--- src/hdl/psr_map.svh ---
// timing, geometry and encoding constants for the pseudo-static ram host controller
`ifndef PSR_MAP_SVH
`define PSR_MAP_SVH

// ************************************************************
// clock and access timing
// ************************************************************
`define PSR_CLK_PERIOD_NS 25
`define PSR_T_CE_NS 70
`define PSR_T_PAA_NS 20

// ************************************************************
// array geometry
// ************************************************************
`define PSR_PAGE_BITS 3
`define PSR_PART16_LOG2 20
`define PSR_PART32_LOG2 21
`define PSR_TMR_W 8

// ************************************************************
// pin levels
// ************************************************************
`define PSR_STROBE_OFF 1'b1
`define PSR_STROBE_ON 1'b0
`define PSR_LANES_NONE 2'h0

`endif

--- src/hdl/psr_pkg.sv ---
// types and shared arithmetic for the pseudo-static ram host controller
`include "psr_map.svh"

package psr_pkg;

  // controller sequencing states
  typedef enum logic [2:0] {
    PSR_IDLE,
    PSR_SETUP,
    PSR_READ,
    PSR_PAGE,
    PSR_WRITE,
    PSR_RECOVER,
    PSR_PDOWN
  } psr_state_t;

  // power-down options the device was configured with
  typedef enum logic [1:0] {
    PSR_PD_SLEEP,
    PSR_PD_PART16,
    PSR_PD_PART32
  } psr_pd_opt_t;

  // least time in ns to whole clock cycles, rounded up, never below one
  function automatic logic [`PSR_TMR_W-1:0] psr_ns_to_cycles(input int ns);
    int c;
    c = (ns + `PSR_CLK_PERIOD_NS - 1) / `PSR_CLK_PERIOD_NS;
    if (c < 1)
    begin
      c = 1;
    end
    return c[`PSR_TMR_W-1:0];
  endfunction

endpackage

--- src/hdl/psr_host_ctrl.sv ---
// host-side controller driving a pseudo-static ram in asynchronous page mode
`timescale 1ns/1ps
`include "psr_map.svh"

// Summary of operation
// - address strobe low passes, rising edge latches
// - never idle-selected over one millisecond
// - power down only from standby, data floats
// - output strobe held high through writes
// - address valid before any read or write
module psr_host_ctrl #(
  parameter int ADDR_W = 23,
  parameter int DATA_W = 16,
  parameter int T_WP_NS = 70,
  parameter int T_RECOVER_NS = 25
) (
  input wire logic clk_i,
  input wire logic reset_i,
  input wire logic req_valid_i,
  input wire logic req_write_i,
  input wire logic [ADDR_W-1:0] req_addr_i,
  input wire logic [DATA_W-1:0] req_wdata_i,
  input wire logic [1:0] req_lane_en_i,
  input wire logic [2:0] req_page_extra_i,
  input wire logic latch_mode_i,
  input wire logic pd_req_i,
  input wire logic [1:0] pd_option_i,
  output logic req_ready_o,
  output logic rsp_valid_o,
  output logic [DATA_W-1:0] rsp_rdata_o,
  output logic rsp_stale_o,
  output logic powered_down_o,
  output logic select_high_active_o,
  output logic chip_select_n_o,
  output logic address_valid_strobe_n_o,
  output logic write_strobe_n_o,
  output logic output_strobe_n_o,
  output logic upper_lane_enable_n_o,
  output logic lower_lane_enable_n_o,
  output logic [ADDR_W-1:0] word_address_lines_o,
  output logic [DATA_W-1:0] data_o,
  output logic [1:0] data_oe_o,
  input wire logic [DATA_W-1:0] data_i
);

  // ************************************************************
  // phase lengths in cycles
  // ************************************************************
  localparam logic [`PSR_TMR_W-1:0] CE_CYC = psr_pkg::psr_ns_to_cycles(`PSR_T_CE_NS);
  localparam logic [`PSR_TMR_W-1:0] PAA_CYC = psr_pkg::psr_ns_to_cycles(`PSR_T_PAA_NS);
  localparam logic [`PSR_TMR_W-1:0] WP_CYC = psr_pkg::psr_ns_to_cycles(T_WP_NS);
  localparam logic [`PSR_TMR_W-1:0] REC_CYC = psr_pkg::psr_ns_to_cycles(T_RECOVER_NS);
  localparam logic [`PSR_TMR_W-1:0] ONE_CYC = `PSR_TMR_W'(1);

  // ************************************************************
  // state
  // ************************************************************
  psr_pkg::psr_state_t state_reg, state_next; // sequencer
  psr_pkg::psr_pd_opt_t pd_opt_reg, pd_opt_next; // option of last power down
  logic write_reg, write_next; // access is a write
  logic latch_reg, latch_next; // access uses latched addressing
  logic lost_reg, lost_next; // a power down has happened
  logic [2:0] left_reg, left_next; // page words still to read
  logic [1:0] lane_reg, lane_next; // enabled byte lanes, bit1 upper
  logic ready_reg, ready_next;
  logic rsp_valid_reg, rsp_valid_next;
  logic [DATA_W-1:0] rdata_reg, rdata_next;
  logic stale_reg, stale_next;
  logic sel_hi_reg, sel_hi_next;
  logic pdn_reg, pdn_next; // power-down flag, kept in its own flop for the output
  logic cs_n_reg, cs_n_next;
  logic adv_n_reg, adv_n_next;
  logic we_n_reg, we_n_next;
  logic oe_n_reg, oe_n_next;
  logic [1:0] lane_n_reg, lane_n_next; // lane enables as driven, active low
  logic [ADDR_W-1:0] addr_reg, addr_next;
  logic [DATA_W-1:0] dout_reg, dout_next;
  logic [1:0] doe_reg, doe_next;
  logic tmr_load; // start a timed phase
  logic [`PSR_TMR_W-1:0] tmr_cycles;
  logic tmr_done;

  // ************************************************************
  // helpers
  // ************************************************************
  // true when the word survives the chosen power-down option
  function automatic logic in_retained(input logic [ADDR_W-1:0] a,
                                       input psr_pkg::psr_pd_opt_t o);
    logic r;
    r = 1'b0;
    case (o)
      psr_pkg::PSR_PD_PART16: r = ((a >> `PSR_PART16_LOG2) == '0);
      psr_pkg::PSR_PD_PART32: r = ((a >> `PSR_PART32_LOG2) == '0);
      default: r = 1'b0;
    endcase
    return r;
  endfunction

  // keep only the enabled lanes of a read word
  function automatic logic [DATA_W-1:0] lane_mask(input logic [DATA_W-1:0] d,
                                                  input logic [1:0] en);
    logic [DATA_W-1:0] m;
    m = {{(DATA_W/2){en[1]}}, {(DATA_W/2){en[0]}}};
    return d & m;
  endfunction

  // ************************************************************
  // phase timer
  // ************************************************************
  psr_timer #(
    .W(`PSR_TMR_W)
  ) u_timer (
    .clk_i(clk_i),
    .reset_i(reset_i),
    .load_i(tmr_load),
    .cycles_i(tmr_cycles),
    .expired_o(tmr_done)
  );

  // ************************************************************
  // next-state logic
  // ************************************************************
  always_comb
  begin
    state_next = state_reg;
    pd_opt_next = pd_opt_reg;
    write_next = write_reg;
    latch_next = latch_reg;
    lost_next = lost_reg;
    left_next = left_reg;
    lane_next = lane_reg;
    rsp_valid_next = 1'b0;
    rdata_next = rdata_reg;
    stale_next = stale_reg;
    sel_hi_next = sel_hi_reg;
    cs_n_next = cs_n_reg;
    adv_n_next = adv_n_reg;
    we_n_next = we_n_reg;
    oe_n_next = oe_n_reg;
    lane_n_next = lane_n_reg;
    addr_next = addr_reg;
    dout_next = dout_reg;
    doe_next = doe_reg;
    tmr_load = 1'b0;
    tmr_cycles = ONE_CYC;
    case (state_reg)
      psr_pkg::PSR_IDLE:
      begin
        // standby: both selects high, nothing driven
        if (pd_req_i)
        begin
          // power down is entered from standby only
          sel_hi_next = 1'b0;
          pd_opt_next = psr_pkg::psr_pd_opt_t'(pd_option_i);
          lost_next = 1'b1;
          state_next = psr_pkg::PSR_PDOWN;
        end
        else if (req_valid_i && ready_reg)
        begin
          // select with the read and write strobes off, the address strobe low and a valid address first
          cs_n_next = 1'b0;
          addr_next = req_addr_i;
          adv_n_next = `PSR_STROBE_ON;
          lane_n_next = ~req_lane_en_i;
          lane_next = req_lane_en_i;
          write_next = req_write_i;
          latch_next = latch_mode_i;
          left_next = req_write_i ? 3'h0 : req_page_extra_i;
          if (req_write_i)
          begin
            dout_next = req_wdata_i;
            doe_next = req_lane_en_i;
          end
          tmr_load = 1'b1;
          tmr_cycles = ONE_CYC;
          state_next = psr_pkg::PSR_SETUP;
        end
      end
      psr_pkg::PSR_SETUP:
      begin
        // rising strobe latches; staying low keeps pass-through
        adv_n_next = latch_reg ? `PSR_STROBE_OFF : `PSR_STROBE_ON;
        tmr_load = 1'b1;
        if (write_reg)
        begin
          we_n_next = `PSR_STROBE_ON;
          oe_n_next = `PSR_STROBE_OFF;
          tmr_cycles = WP_CYC;
          state_next = psr_pkg::PSR_WRITE;
        end
        else
        begin
          oe_n_next = `PSR_STROBE_ON;
          tmr_cycles = CE_CYC;
          state_next = psr_pkg::PSR_READ;
        end
      end
      psr_pkg::PSR_READ, psr_pkg::PSR_PAGE:
      begin
        // a fresh in-page address must be latched again before use
        if (latch_reg && !adv_n_reg)
        begin
          adv_n_next = `PSR_STROBE_OFF;
        end
        if (tmr_done)
        begin
          rsp_valid_next = 1'b1;
          rdata_next = lane_mask(data_i, lane_reg);
          stale_next = lost_reg && !in_retained(addr_reg, pd_opt_reg);
          if (left_reg == 3'h0)
          begin
            // deselect at once so the part never sits idle-selected
            cs_n_next = 1'b1;
            oe_n_next = `PSR_STROBE_OFF;
            adv_n_next = `PSR_STROBE_OFF;
            lane_n_next = ~`PSR_LANES_NONE;
            tmr_load = 1'b1;
            tmr_cycles = REC_CYC;
            state_next = psr_pkg::PSR_RECOVER;
          end
          else
          begin
            // step only the in-page bits, output strobe stays low
            left_next = left_reg - 3'h1;
            addr_next = {addr_reg[ADDR_W-1:`PSR_PAGE_BITS],
                         addr_reg[`PSR_PAGE_BITS-1:0] + 3'h1};
            adv_n_next = latch_reg ? `PSR_STROBE_ON : adv_n_reg;
            tmr_load = 1'b1;
            tmr_cycles = PAA_CYC + (latch_reg ? ONE_CYC : '0);
            state_next = psr_pkg::PSR_PAGE;
          end
        end
      end
      psr_pkg::PSR_WRITE:
      begin
        // end the pulse and release the bus together
        if (tmr_done)
        begin
          we_n_next = `PSR_STROBE_OFF;
          cs_n_next = 1'b1;
          adv_n_next = `PSR_STROBE_OFF;
          lane_n_next = ~`PSR_LANES_NONE;
          doe_next = `PSR_LANES_NONE;
          tmr_load = 1'b1;
          tmr_cycles = REC_CYC;
          state_next = psr_pkg::PSR_RECOVER;
        end
      end
      psr_pkg::PSR_RECOVER:
      begin
        // deselected gap meets the cycle time before the next access
        if (tmr_done)
        begin
          state_next = psr_pkg::PSR_IDLE;
        end
      end
      psr_pkg::PSR_PDOWN:
      begin
        // data stays released for the whole power down
        doe_next = `PSR_LANES_NONE;
        if (!pd_req_i)
        begin
          sel_hi_next = 1'b1;
          tmr_load = 1'b1;
          tmr_cycles = REC_CYC;
          state_next = psr_pkg::PSR_RECOVER;
        end
      end
      default:
      begin
        state_next = psr_pkg::PSR_IDLE;
      end
    endcase
    ready_next = (state_next == psr_pkg::PSR_IDLE) && !pd_req_i;
    pdn_next = !sel_hi_next;
  end

  // ************************************************************
  // registers
  // ************************************************************
  // reset lands in standby: both selects high, strobes off, bus released
  always_ff @(posedge clk_i or posedge reset_i)
  begin
    if (reset_i)
    begin
      state_reg <= psr_pkg::PSR_IDLE;
      pd_opt_reg <= psr_pkg::PSR_PD_SLEEP;
      write_reg <= 1'b0;
      latch_reg <= 1'b0;
      lost_reg <= 1'b0;
      left_reg <= 3'h0;
      lane_reg <= 2'h0;
      ready_reg <= 1'b0;
      rsp_valid_reg <= 1'b0;
      rdata_reg <= '0;
      stale_reg <= 1'b0;
      sel_hi_reg <= 1'b1;
      cs_n_reg <= 1'b1;
      adv_n_reg <= `PSR_STROBE_OFF;
      we_n_reg <= `PSR_STROBE_OFF;
      oe_n_reg <= `PSR_STROBE_OFF;
      lane_n_reg <= ~`PSR_LANES_NONE;
      addr_reg <= '0;
      dout_reg <= '0;
      doe_reg <= `PSR_LANES_NONE;
      pdn_reg <= 1'b0;
    end
    else
    begin
      state_reg <= state_next;
      pd_opt_reg <= pd_opt_next;
      write_reg <= write_next;
      latch_reg <= latch_next;
      lost_reg <= lost_next;
      left_reg <= left_next;
      lane_reg <= lane_next;
      ready_reg <= ready_next;
      rsp_valid_reg <= rsp_valid_next;
      rdata_reg <= rdata_next;
      stale_reg <= stale_next;
      sel_hi_reg <= sel_hi_next;
      cs_n_reg <= cs_n_next;
      adv_n_reg <= adv_n_next;
      we_n_reg <= we_n_next;
      oe_n_reg <= oe_n_next;
      lane_n_reg <= lane_n_next;
      addr_reg <= addr_next;
      dout_reg <= dout_next;
      doe_reg <= doe_next;
      pdn_reg <= pdn_next;
    end
  end

  // ************************************************************
  // outputs, each straight from a flip-flop
  // ************************************************************
  assign req_ready_o = ready_reg;
  assign rsp_valid_o = rsp_valid_reg;
  assign rsp_rdata_o = rdata_reg;
  assign rsp_stale_o = stale_reg;
  assign powered_down_o = pdn_reg;
  assign select_high_active_o = sel_hi_reg;
  assign chip_select_n_o = cs_n_reg;
  assign address_valid_strobe_n_o = adv_n_reg;
  assign write_strobe_n_o = we_n_reg;
  assign output_strobe_n_o = oe_n_reg;
  assign upper_lane_enable_n_o = lane_n_reg[1];
  assign lower_lane_enable_n_o = lane_n_reg[0];
  assign word_address_lines_o = addr_reg;
  assign data_o = dout_reg;
  assign data_oe_o = doe_reg;

endmodule

--- src/hdl/psr_timer.sv ---
// down counter that times each phase of a memory access
`timescale 1ns/1ps

module psr_timer #(
  parameter int W = 8
) (
  input wire logic clk_i,
  input wire logic reset_i,
  input wire logic load_i,
  input wire logic [W-1:0] cycles_i,
  output logic expired_o
);

  // ************************************************************
  // counter state
  // ************************************************************
  logic [W-1:0] cnt_reg; // cycles left in the phase, minus one
  logic [W-1:0] cnt_next;

  // a load of n keeps the phase open for exactly n cycles
  always_comb
  begin
    cnt_next = cnt_reg;
    if (load_i)
    begin
      cnt_next = cycles_i - W'(1);
    end
    else if (cnt_reg != '0)
    begin
      cnt_next = cnt_reg - W'(1);
    end
  end

  // register only
  always_ff @(posedge clk_i or posedge reset_i)
  begin
    if (reset_i)
    begin
      cnt_reg <= '0;
    end
    else
    begin
      cnt_reg <= cnt_next;
    end
  end

  // phase ends in the cycle the count reaches zero
  assign expired_o = (cnt_reg == '0);

endmodule
--- config.mk ---
export PLATFORM = sky130hd
export DESIGN_NAME = psr_host_ctrl
export DESIGN_NICKNAME = d
export VERILOG_FILES = /design/src/hdl/psr_pkg.sv /design/src/hdl/psr_host_ctrl.sv /design/src/hdl/psr_timer.sv
export VERILOG_INCLUDE_DIRS = /design/src /design/src/hdl
export SDC_FILE = /design/constraint.sdc
export NUM_CORES = 1
export LEC_CHECK = 0
export BUFFER_PORTS_ARGS = -buffer_cell sky130_fd_sc_hd__buf_4
export CAP_MARGIN = 5
export CORE_MARGIN = 4
export CORE_UTILIZATION = 50
export CTS_BUF_LIST = sky130_fd_sc_hd__clkbuf_8
export DETAILED_ROUTE_END_ITERATION = 8
export GPL_ROUTABILITY_DRIVEN = 1
export PLACE_DENSITY_LB_ADDON = 0.1
export SYNTH_ARGS = -nofsm -noshare
export SYNTH_HDL_FRONTEND = slang
export SYNTH_SLANG_ARGS = --single-unit
--- constraint.sdc ---
create_clock -name clk_i -period 7.1 [get_ports clk_i]
set_input_delay 1.065 -clock clk_i [delete_from_list [all_inputs] [get_ports clk_i]]
set_output_delay 1.065 -clock clk_i [all_outputs]
set_load 0.01 [all_outputs]
; ---- Word level (Yosys, flattened, before mapping)
; Index checks and enable logic that the tools add are counted.
[classes]
add_sub_neg = 5
bitwise = 4
mux = 65
n_eq_ne = 18
reduce_logical = 35
[op_table]
columns = op, n
row1 = $logic_not 23->1, 2
row2 = $mux 23, 2
row3 = $pmux 23 s2, 1
row4 = $mux 3, 15
row5 = $mux 1, 22
row6 = $mux 2, 11
row7 = $pmux 3 s6, 1
row8 = $and 16x16->16, 1
row9 = $mux 8, 2
row10 = $ne 2x2->1 const B, 8
row11 = $pmux 2 s3, 2
row12 = $reduce_and 6->1, 2
row13 = $reduce_and 5->1, 2
row14 = $eq 3x3->1 const B, 3
row15 = $logic_not 3->1, 3
row16 = $reduce_and 3->1, 3
row17 = $logic_not 8->1, 1
row18 = $pmux 1 s2, 4
row19 = $pmux 1 s4, 2
row20 = $reduce_and 4->1, 2
row21 = $reduce_bool 2->1, 4
row22 = $reduce_bool 8->1, 1
row23 = $sub 8x1->8 const B, 1
row24 = $eq 3x2->1 const B, 2
row25 = 21 further kinds, 30
[word_totals]
in_bits = 68
word_cells = 150
output_inout_bits = 68
regBits = 89

; ---- Depth between registers and ports, before layout
; Gate-level depths: netlist of run 1.
[logic_depth]
ltp_word = 7
depth_mapped = 9
ltp_nobuf = 9

; ---- Hierarchy
; A second synthesis of run 1 with hierarchy kept.
[unflattened]
cells_unflattened = 424
area_unflattened_um2 = 4285.4
[by_module_without_submodules]
columns = mod, n_inst, cells_each, area_per_inst_um2
row1 = psr_host_ctrl, 1, 370, 3722.3
row2 = psr_timer, 1, 54, 563.0

; ---- Worst setup path after synthesis of run 1
; No wires, ideal clock.
[synth_timing]
path_type = input port to flip-flop
startpoint = input req_valid_i
endpoint = register dout_reg[0] (netlist: data_o[0])
setup_time_ps = 125
slack_ps = 4738
cell_stages = 5
required_ps = 6975
arrival_ps = 2238
path_cell_list = and3b_1 -> and2_1 -> nand2_1 -> buf_2 -> mux2_2
[synth_between]
elab_chain_cells = 2
[synth_rtl]
columns = item, line
row1 = "start, declared", psr_host_ctrl.sv:19  ; input wire logic req_valid_i,
row2 = $logic_and 1x1->1, psr_host_ctrl.sv:158  ; else if (req_valid_i && ready_reg)
row3 = $reduce_and 4->1 (no source line), -
row4 = "end signal, assigned", psr_host_ctrl.sv:328  ; dout_reg <= dout_next;
row5 = "end, declared", psr_host_ctrl.sv:77  ; logic [DATA_W-1:0] dout_reg, dout_next;
; No other way between the ends.
; A chain may end at the register's enable or synchronous reset.

; ---- Worst setup path in the final report of run 1
[layout_timing]
startpoint = register u_timer.cnt_reg[2]
endpoint = register addr_reg[2] (netlist: word_address_lines_o[2])
[layout_between]
elab_chain_cells = 3
[layout_rtl]
columns = item, line
row1 = "start, declared", psr_timer.sv:17  ; logic [W-1:0] cnt_reg;
row2 = "start signal, assigned", psr_timer.sv:43  ; cnt_reg <= cnt_next;
row3 = $logic_not 8->1, psr_timer.sv:48  ; assign expired_o = (cnt_reg == '0);
row4 = $ne 2x2->1 (no source line), -
row5 = $reduce_and 5->1 (no source line), -
row6 = "end signal, assigned", psr_host_ctrl.sv:327  ; addr_reg <= addr_next;
row7 = "end, declared", psr_host_ctrl.sv:76  ; logic [ADDR_W-1:0] addr_reg, addr_next;
; No other way between the ends.

==> flow_summary.ini, run 1 <==
[route]
first_iter_violations = 200
drtAntennaViolNets = 0
wl_per_cell_um = 15.1
viasPerCell = 5.22
drt_wl_total_mm = 9.57
dr.pass1.iters = 4
drc = 0
dr_total_vias = 3317

[clock_network]
cts_buffers = 9
cts_sinks = 89
clock_latency_ps = 350
clockBufferDepth = 2
postCtsSetupBuffers = 0
tritoncts = built
htree_levels = 3
root_buffer = clkbuf_8
post_cts_resized = 0
holdBufCountCts = 0
clk_pin_slew_ps = 90

[logic_synthesis]
yosysUniqueCellTypes = 57
yosys.area.top_type = dfrtp_1
syn-cell-area_um2 = 4030
synth_top_area_share_pct = 50.9
syn_inst = 402
syn-mean-instance-area_um2 = 10.0
async_flop_share_pct = 100
ys_ff_latch = 89
yosys_warnings = 0
synth.net_count = 478
yosysSeqAreaShare_pct = 55.5
synthFlopType = dfrtp_1
synth_edf_count = 0
synth_area_leaders = dfrtp_1, nand2_1, nand3_1, mux2_2, dfstp_2

[pwr]
p_switching_mw = 0.723
p_per_area_nw_per_um2 = 375
switching_share_pct = 36.6
internal-power_mw = 1.25
seq_power_share_pct = 43.2
total_power_mw = 1.98
clkPwrFrac_pct = 17.3
power.share.combinational_pct = 39.6
leakage_nw = 2.69
peakVddDrop_uv = 213

[final_layout]
area_growth_pct = 30.6
num_antenna_cells = 0
final-instance-count-excl-fill = 636
largest_reg_flops = 23
final_nets = 606
fillers = 666
drive_above_1_share_pct = 35.8

[timing]
rsz0062_at_grt = no
hold_violations = 0
slew_violations = 0
setup_slack_ps = 3960
period_needed_ps = 3140
setup_violations = 0
fin_tns_setup_ps = 0
fin_crit_sh_pct = 44.3
tightestPinTransition_ps = 1080
clock.fmax_mhz = 318
finalClockSkew_ps = 14.4
relSlewSlack_pct = 27.8

[placement]
hpwl_mm = 7.04
place_inst = 621
place_ws_ps = 4030
place.gp.congestion = 0.819
io_buffers = 135

[die]
start_util_pct = 51.9
die_x_um = 97.8
core_area_um2 = 7770
io_pins = 136
dieArea_um2 = 9560
die_h_um = 97.8
rows = 32

[setup_path]
critPathKind = reg2reg
path_max_fanout = 20
required_ps = 7340
arrival_ps = 3380
critPathCaptureType = register
critPathLaunchType = register

[global_routing]
first_global_vias = 3331
grt_pass1_wl_mm = 16.0
grt_usage_pct = 20.6
grt_max_degree = 90
antenna_found_initial = 0
grt_remaining_overflow = 0

[hold_path]
hold_class = reg2reg

[flow_run]
cap_viol_max_count = 0

[run_status]
status = finished clean
==> power by group through the flow <==
stage	logic [mW]	clock network [mW]	registers, mW
floorplan	0.431	0	0.878
global placement	0.766	0	0.854
global route	0.875	0.377	0.884
finish	0.781	0.341	0.853
CTS	0.792	0.351	0.854
detailed placement	0.788	0	0.863
==> placed cells by master, fill, tap and decap left out, types with 2 or more instances in the layout <==
cell,netlist,routed
ha_1,8,8
inv_6,0,2
nor3_1,3,3
nand2_1,94,94
nand2b_1,5,5
clkbuf_8,3,9
dfrtp_1,82,82
o22ai_1,4,4
a32oi_1,2,2
a31oi_1,2,2
nor2b_1,2,2
clkinvlp_4,0,2
nand3_1,41,41
and2_1,2,2
mux2_2,18,18
nor2_1,16,16
a211oi_1,2,2
dfstp_2,7,7
a21o_1,2,2
xnor2_1,5,5
inv_1,17,16
xor2_1,2,2
a21oi_1,14,14
o21a_1,2,2
o21ai_0,21,21
clkinv_2,0,2
buf_4,0,137
nor4_1,2,2
==> cells in the mapped netlist, types with 2 or more instances <==
cell / count
dfstp_2: 7
inv_1: 17
a31oi_1: 2
buf_2: 3
and2_1: 2
a21o_1: 2
nor2b_1: 2
mux2_2: 18
o22ai_1: 4
nor4_1: 2
nand3_1: 41
o21a_1: 2
dfrtp_1: 82
nand2_1: 94
ha_1: 8
xor2_1: 2
a211oi_1: 2
xnor2_1: 5
buf_1: 2
a32oi_1: 2
o21ai_0: 21
clkbuf_1: 11
nor3_1: 3
a21oi_1: 14
nand2b_1: 5
nor2_1: 16
clkbuf_8: 3
==> critical path, stage by stage (launching register included) <==
cell      delay, ps
dfrtp_1         430
nor4_1          580
nand3_1         710
clkinv_1        570
a21o_1          410
o21ai_0         130
a41o_1          210
==> metal layers <==
layer / global-route usage, % / vias up / part of all wire [%]
li1: - / 1618 / -
met1: 27.1 / 1573 / 42
met2: 33.1 / 117 / 49
met3: 6.21 / 9 / 8.2
met4: 6.39 / 0 / 1.2
met5: 0 / - / 0
==> cells by family after synthesis <==
group	count (synthesis)	share of synthesized area [%]
buf+inv	38	4.56
simple gates	178	20.6
flops	89	55.5
xor+xnor	7	1.52
fa+ha+maj	8	2.48
mux	19	5.28
compound gates	63	10.1
==> cell type report <==
| class | count | area (um^2) | share of cell area (%) |
|---|---|---|---|
| multi-input combinational | 275 | 1610 | 30.6 |
| tap | 102 | 128 | 2.43 |
| sequential | 89 | 2240 | 42.5 |
| clock buffer | 9 | 124 | 2.35 |
| clock inverter | 6 | 67.6 | 1.28 |
| timing repair buffer | 137 | 1030 | 19.5 |
| inverter | 18 | 68.8 | 1.31 |
==> final timing paths <==
check / from / end / slack [ps] / cells past startpoint
worst max-delay path: u_timer.cnt_reg[2] / word_address_lines_o[2] / 3960 / 6
worst min-delay path: word_address_lines_o[7] / word_address_lines_o[7] / 470 / 2
worst max register to register: u_timer.cnt_reg[2] / word_address_lines_o[2] / 3960 / 6
worst min register to register: word_address_lines_o[7] / word_address_lines_o[7] / 470 / 2
max in group asynchronous: reset_i / rsp_rdata_o[6] / 5350 / 3
min in group asynchronous: reset_i / word_address_lines_o[9] / 1060 / 3
==> through the flow <==
step,instance area [um^2],hold WS [ps],utilization (%)
2_1_floorplan,4030,434,-
3_3_place_gp,5070,450,65.3
3_5_place_dp,5070,457,65.3
4_1_cts,5260,475,67.8
5_1_grt,5260,506,67.8
6_report,5260,473,67.8
Note: power is estimated with default switching activity, not from simulation.
==> run 2: changes to the inputs <==
Clock period 7.1 ns to 3.2 ns, I/O delays scaled along.
==> flow_summary.ini, run 2 (synthesis gave the netlist of run 1 again) <==
[route]
drt_wl_total_mm = 9.83
dr_total_vias = 3411
first_iter_violations = 239
viasPerCell = 5.33
drc = 0
wl_per_cell_um = 15.4
drtAntennaViolNets = 0
dr.pass1.iters = 4

[die]
die_x_um = 97.8
die_h_um = 97.8
core_area_um2 = 7770
io_pins = 136
rows = 32
dieArea_um2 = 9560
start_util_pct = 51.9

[timing]
fin_crit_sh_pct = 77.1
slew_violations = 0
relSlewSlack_pct = 44.3
clock.fmax_mhz = 405
rsz0062_at_grt = no
hold_violations = 0
tightestPinTransition_ps = 833
setup_slack_ps = 734
fin_tns_setup_ps = 0
finalClockSkew_ps = 11.6
setup_violations = 0
fin_hold_ws_ps = 81.8
period_needed_ps = 2470

[final_layout]
fillers = 632
final_nets = 610
area_growth_pct = 31.6
num_antenna_cells = 0
final_cell_mix = buf_4, nand2_1, dfrtp_1, nand3_1, o21ai_0
postLayoutCellArea_um2 = 5300
final_util_pct = 68.3
largest_reg_flops = 23
layout_commonest_cell = buf_4
drive_above_1_share_pct = 36.2

[pwr]
leakage_nw = 2.72
peakVddDrop_uv = 444
p_per_area_nw_per_um2 = 836
internal-power_mw = 2.81
clkPwrFrac_pct = 17.8
seq_power_share_pct = 43.0
power.share.combinational_pct = 39.2
switching_share_pct = 36.6
p_switching_mw = 1.62

[placement]
hpwl_mm = 7.17
place_ws_ps = 783
io_buffers = 135
place.gp.congestion = 0.786
place_area_um2 = 5100

[setup_path]
critPathCaptureType = register
required_ps = 3430
path_cells = nor2b_1 -> nand3_1 -> clkinv_1 -> and3_1 -> ha_1 -> nand2_1 -> o21ai_0
critPathLaunchType = register
critical_path.slowest_cell = dfrtp_1
path_max_fanout = 24
worstRegToRegCells = 7
critPathKind = reg2reg
arrival_ps = 2700
cpPeakStageDelay_ps = 650

[clock_network]
cts_sinks = 89
clockBufferDepth = 2
htree_levels = 3
postCtsSetupBuffers = 0
post_cts_resized = 0
clk_pin_slew_ps = 90
clock_latency_ps = 360
cts_buffers = 9
tritoncts = built
root_buffer = clkbuf_8
holdBufCountCts = 0

[global_routing]
first_global_vias = 3515
grt_pass1_wl_mm = 16.8
grt_max_degree = 37
grt_usage_pct = 21.5
antenna_found_initial = 0
grt_remaining_overflow = 0

[hold_path]
hold_class = in2async

[run_status]
status = finished clean

[flow_run]
cap_viol_max_count = 0
==> run 2: final cells by class <==
class                   count  area, um^2  share of cell area, %
repair buffers            141        1060                   20.0
flip-flops and latches     89        2240                   42.2
inverters                  18        68.8                   1.30
clock buffers              10         138                   2.60
multi-input cells         275        1610                   30.4
well taps                 102         128                   2.41
clock inverters             5        63.8                   1.20
==> run 2: power groups by stage <==
| stage | sequential, mW | combinational, mW | clock (mW) |
|---|---|---|---|
| floorplan | 1.95 | 0.956 | 0 |
| global placement | 1.90 | 1.70 | 0 |
| detailed placement | 1.92 | 1.74 | 0 |
| CTS | 1.91 | 1.76 | 0.811 |
| global route | 1.97 | 1.94 | 0.868 |
| finish | 1.91 | 1.74 | 0.787 |
==> run 2: worst max-delay path: cells and delay by family (launching register included) <==
family | cells | cell delay [ps]
and+or+nand+nor | 4 | 950
DFF | 1 | 650
buffers and inverters | 1 | 450
adders and majority gates | 1 | 180
AOI/OAI and AO/OA | 1 | 120
==> run 2: layer usage <==
layer / vias to the layer above / part of all wire [%] / GRT usage [%]
met2: 122 / 49 / 35.0
li1: 1632 / - / -
met3: 13 / 7.9 / 7.36
met1: 1644 / 41 / 27.0
met4: 0 / 1.5 / 7.56
met5: - / 0 / 0
==> run 2: per-stage QoR <==
stage | std cells | total power [mW]
after floorplan | 402 | 2.90
after global placement | 625 | 3.60
after detailed placement | 625 | 3.67
after CTS | 640 | 4.48
after global routing | 640 | 4.78
final | 640 | 4.43
==> run 2: worst paths after layout <==
check | from | endpoint | slack [ps]
worst min register to register | rsp_rdata_o[9] | rsp_rdata_o[9] | 470
max in group asynchronous | reset_i | address_valid_strobe_n_o | 2300
worst max register to register | state_reg[1] | u_timer.cnt_reg[5] | 730
worst max-delay path | state_reg[1] | u_timer.cnt_reg[5] | 730
worst min-delay path | reset_i | word_address_lines_o[9] | 80
min in group clk_i | req_lane_en_i[0] | lane_n_reg[0] | 280
==> run 3: changes to the inputs <==
Clock period 3.2 ns to 2.41 ns, I/O delays scaled along.
==> flow_summary.ini, run 3 (synthesis gave the netlist of run 1 again) <==
[pwr]
p_per_area_nw_per_um2 = 1110
seq_power_share_pct = 41.7
internal-power_mw = 3.75
switching_share_pct = 36.8
total_power_mw = 5.94
power.share.combinational_pct = 40.2
leakage_nw = 2.75
p_switching_mw = 2.19
peakVddDrop_uv = 725
clkPwrFrac_pct = 18.1

[die]
dieArea_um2 = 9560
io_pins = 136
die_h_um = 97.8
rows = 32
die_x_um = 97.8
start_util_pct = 51.9
core_area_um2 = 7770

[final_layout]
final-instance-count-excl-fill = 647
layout_commonest_cell = buf_4
drive_above_1_share_pct = 37.1
fillers = 603
final_nets = 616
final_cell_mix = buf_4, nand2_1, dfrtp_1, nand3_1, o21ai_0
largest_reg_flops = 23
final-seq-area_um2 = 2240
postLayoutCellArea_um2 = 5370
multiInputGateArea_um2 = 1610
num_antenna_cells = 0
area_growth_pct = 33.3

[placement]
place_area_um2 = 5160
place_inst = 631
hpwl_mm = 7.20
io_buffers = 135
place.gp.congestion = 0.819

[route]
viasPerCell = 5.23
dr_total_vias = 3384
drt_wl_total_mm = 9.76
drc = 0
first_iter_violations = 137
wl_per_cell_um = 15.1
dr.pass1.iters = 4
drtAntennaViolNets = 0

[run_status]
status = finished clean

[timing]
hold_violations = 0
clock.fmax_mhz = 463
setup_violations = 0
fin_tns_setup_ps = 0
tightestPinTransition_ps = 486
relSlewSlack_pct = 67.3
period_needed_ps = 2160
finalClockSkew_ps = 16.5
slew_violations = 0
fin_crit_sh_pct = 89.6
rsz0062_at_grt = no

[global_routing]
grt_remaining_overflow = 0
grt_max_degree = 90
grt_pass1_wl_mm = 16.5
antenna_found_initial = 0
grt_usage_pct = 20.9
first_global_vias = 3488

[setup_path]
critPathCaptureType = register
critical_path.slowest_cell = or3b_4
path_cells = inv_1 -> ha_1 -> or3b_4 -> nor2_8 -> nand4_1 -> a21o_1 -> ha_1 -> nand2_1 -> o21ai_0
critPathKind = reg2reg
path_max_fanout = 8
arrival_ps = 2380
worstRegToRegCells = 9
required_ps = 2630
regToRegSetupSlack_ps = 250
critPathLaunchType = register
cpPeakStageDelay_ps = 410
worstReg2RegStart = u_timer.cnt_reg[0]
r2r_end = u_timer.cnt_reg[2]
crit_top_cell = ha_1

[flow_run]
cap_viol_max_count = 0

[clock_network]
holdBufCountCts = 0
clk_pin_slew_ps = 100
post_cts_resized = 0
cts_sinks = 89
clockBufferDepth = 2
clock_latency_ps = 350
postCtsSetupBuffers = 0
cts_buffers = 9
root_buffer = clkbuf_8
tritoncts = built
htree_levels = 3

[hold_path]
hold_class = in2async
[run 3: changes by cell type in the layout (fill, tap and decap cells not counted)]
cell / previous run / this run
clkinv_4: 1 / 0
buf_4: 141 / 146
inv_6: 2 / 3
clkbuf_8: 10 / 9
buf_12: 0 / 1
clkinvlp_4: 1 / 3
clkinv_8: 0 / 1
clkinv_2: 1 / 0
[run 3: layout make-up]
cell class | count | share of cell area (%)
sequential | 89 | 41.6
multi-input combinational | 275 | 30.0
timing repair buffer | 147 | 20.8
tap | 102 | 2.38
clock buffer | 9 | 2.31
clock inverter | 7 | 1.63
inverter | 18 | 1.33
[run 3: worst max-delay path by stage]
| stage | startpoint | to | depth (start not counted) |
|---|---|---|---|
| after floorplan | u_timer.cnt_reg[0] | u_timer.cnt_reg[2] | 9 |
| after global placement | u_timer.cnt_reg[0] | u_timer.cnt_reg[7] | 9 |
| final | u_timer.cnt_reg[0] | u_timer.cnt_reg[2] | 9 |
| after detailed placement | u_timer.cnt_reg[0] | u_timer.cnt_reg[2] | 9 |
| after CTS | u_timer.cnt_reg[0] | u_timer.cnt_reg[2] | 9 |
| after global routing | u_timer.cnt_reg[2] | data_oe_o[0] | 5 |
[run 3: critical path: cells and delay by family (launching register included)]
kind,cells,cell delay (ps)
buffers and inverters,1,140
AND/OR/NAND/NOR,4,830
AO/OA/AOI/OAI,2,310
adder cells (fa/ha/maj),2,370
flip-flops,1,390
[run 3: power groups by stage]
stage / logic [mW] / clock network (mW) / registers (mW)
2_1_floorplan: 1.27 / 0 / 2.59
3_3_place_gp: 2.35 / 0 / 2.47
3_5_place_dp: 2.41 / 0 / 2.50
4_1_cts: 2.41 / 1.09 / 2.48
5_1_grt: 2.68 / 1.16 / 2.56
6_report: 2.39 / 1.07 / 2.48
[run 3: per-layer routing]
layer / wire [um] / up-vias / GRT usage, %
met5: 0 / - / 0
met4: 71 / 0 / 5.11
met3: 731 / 6 / 7.29
met2: 4770 / 117 / 34.2
met1: 4190 / 1623 / 26.7
li1: - / 1638 / -
[run 3: stage by stage]
| step | utilization [%] | hold slack, ps | setup WS, ps |
|---|---|---|---|
| after floorplan | - | 412 | 470 |
| after global placement | 66.4 | 450 | 340 |
| after detailed placement | 66.4 | 458 | 244 |
| after CTS | 69.2 | 145 | 225 |
| after global routing | 69.2 | 144 | 45.9 |
| final | 69.2 | 121 | 252 |
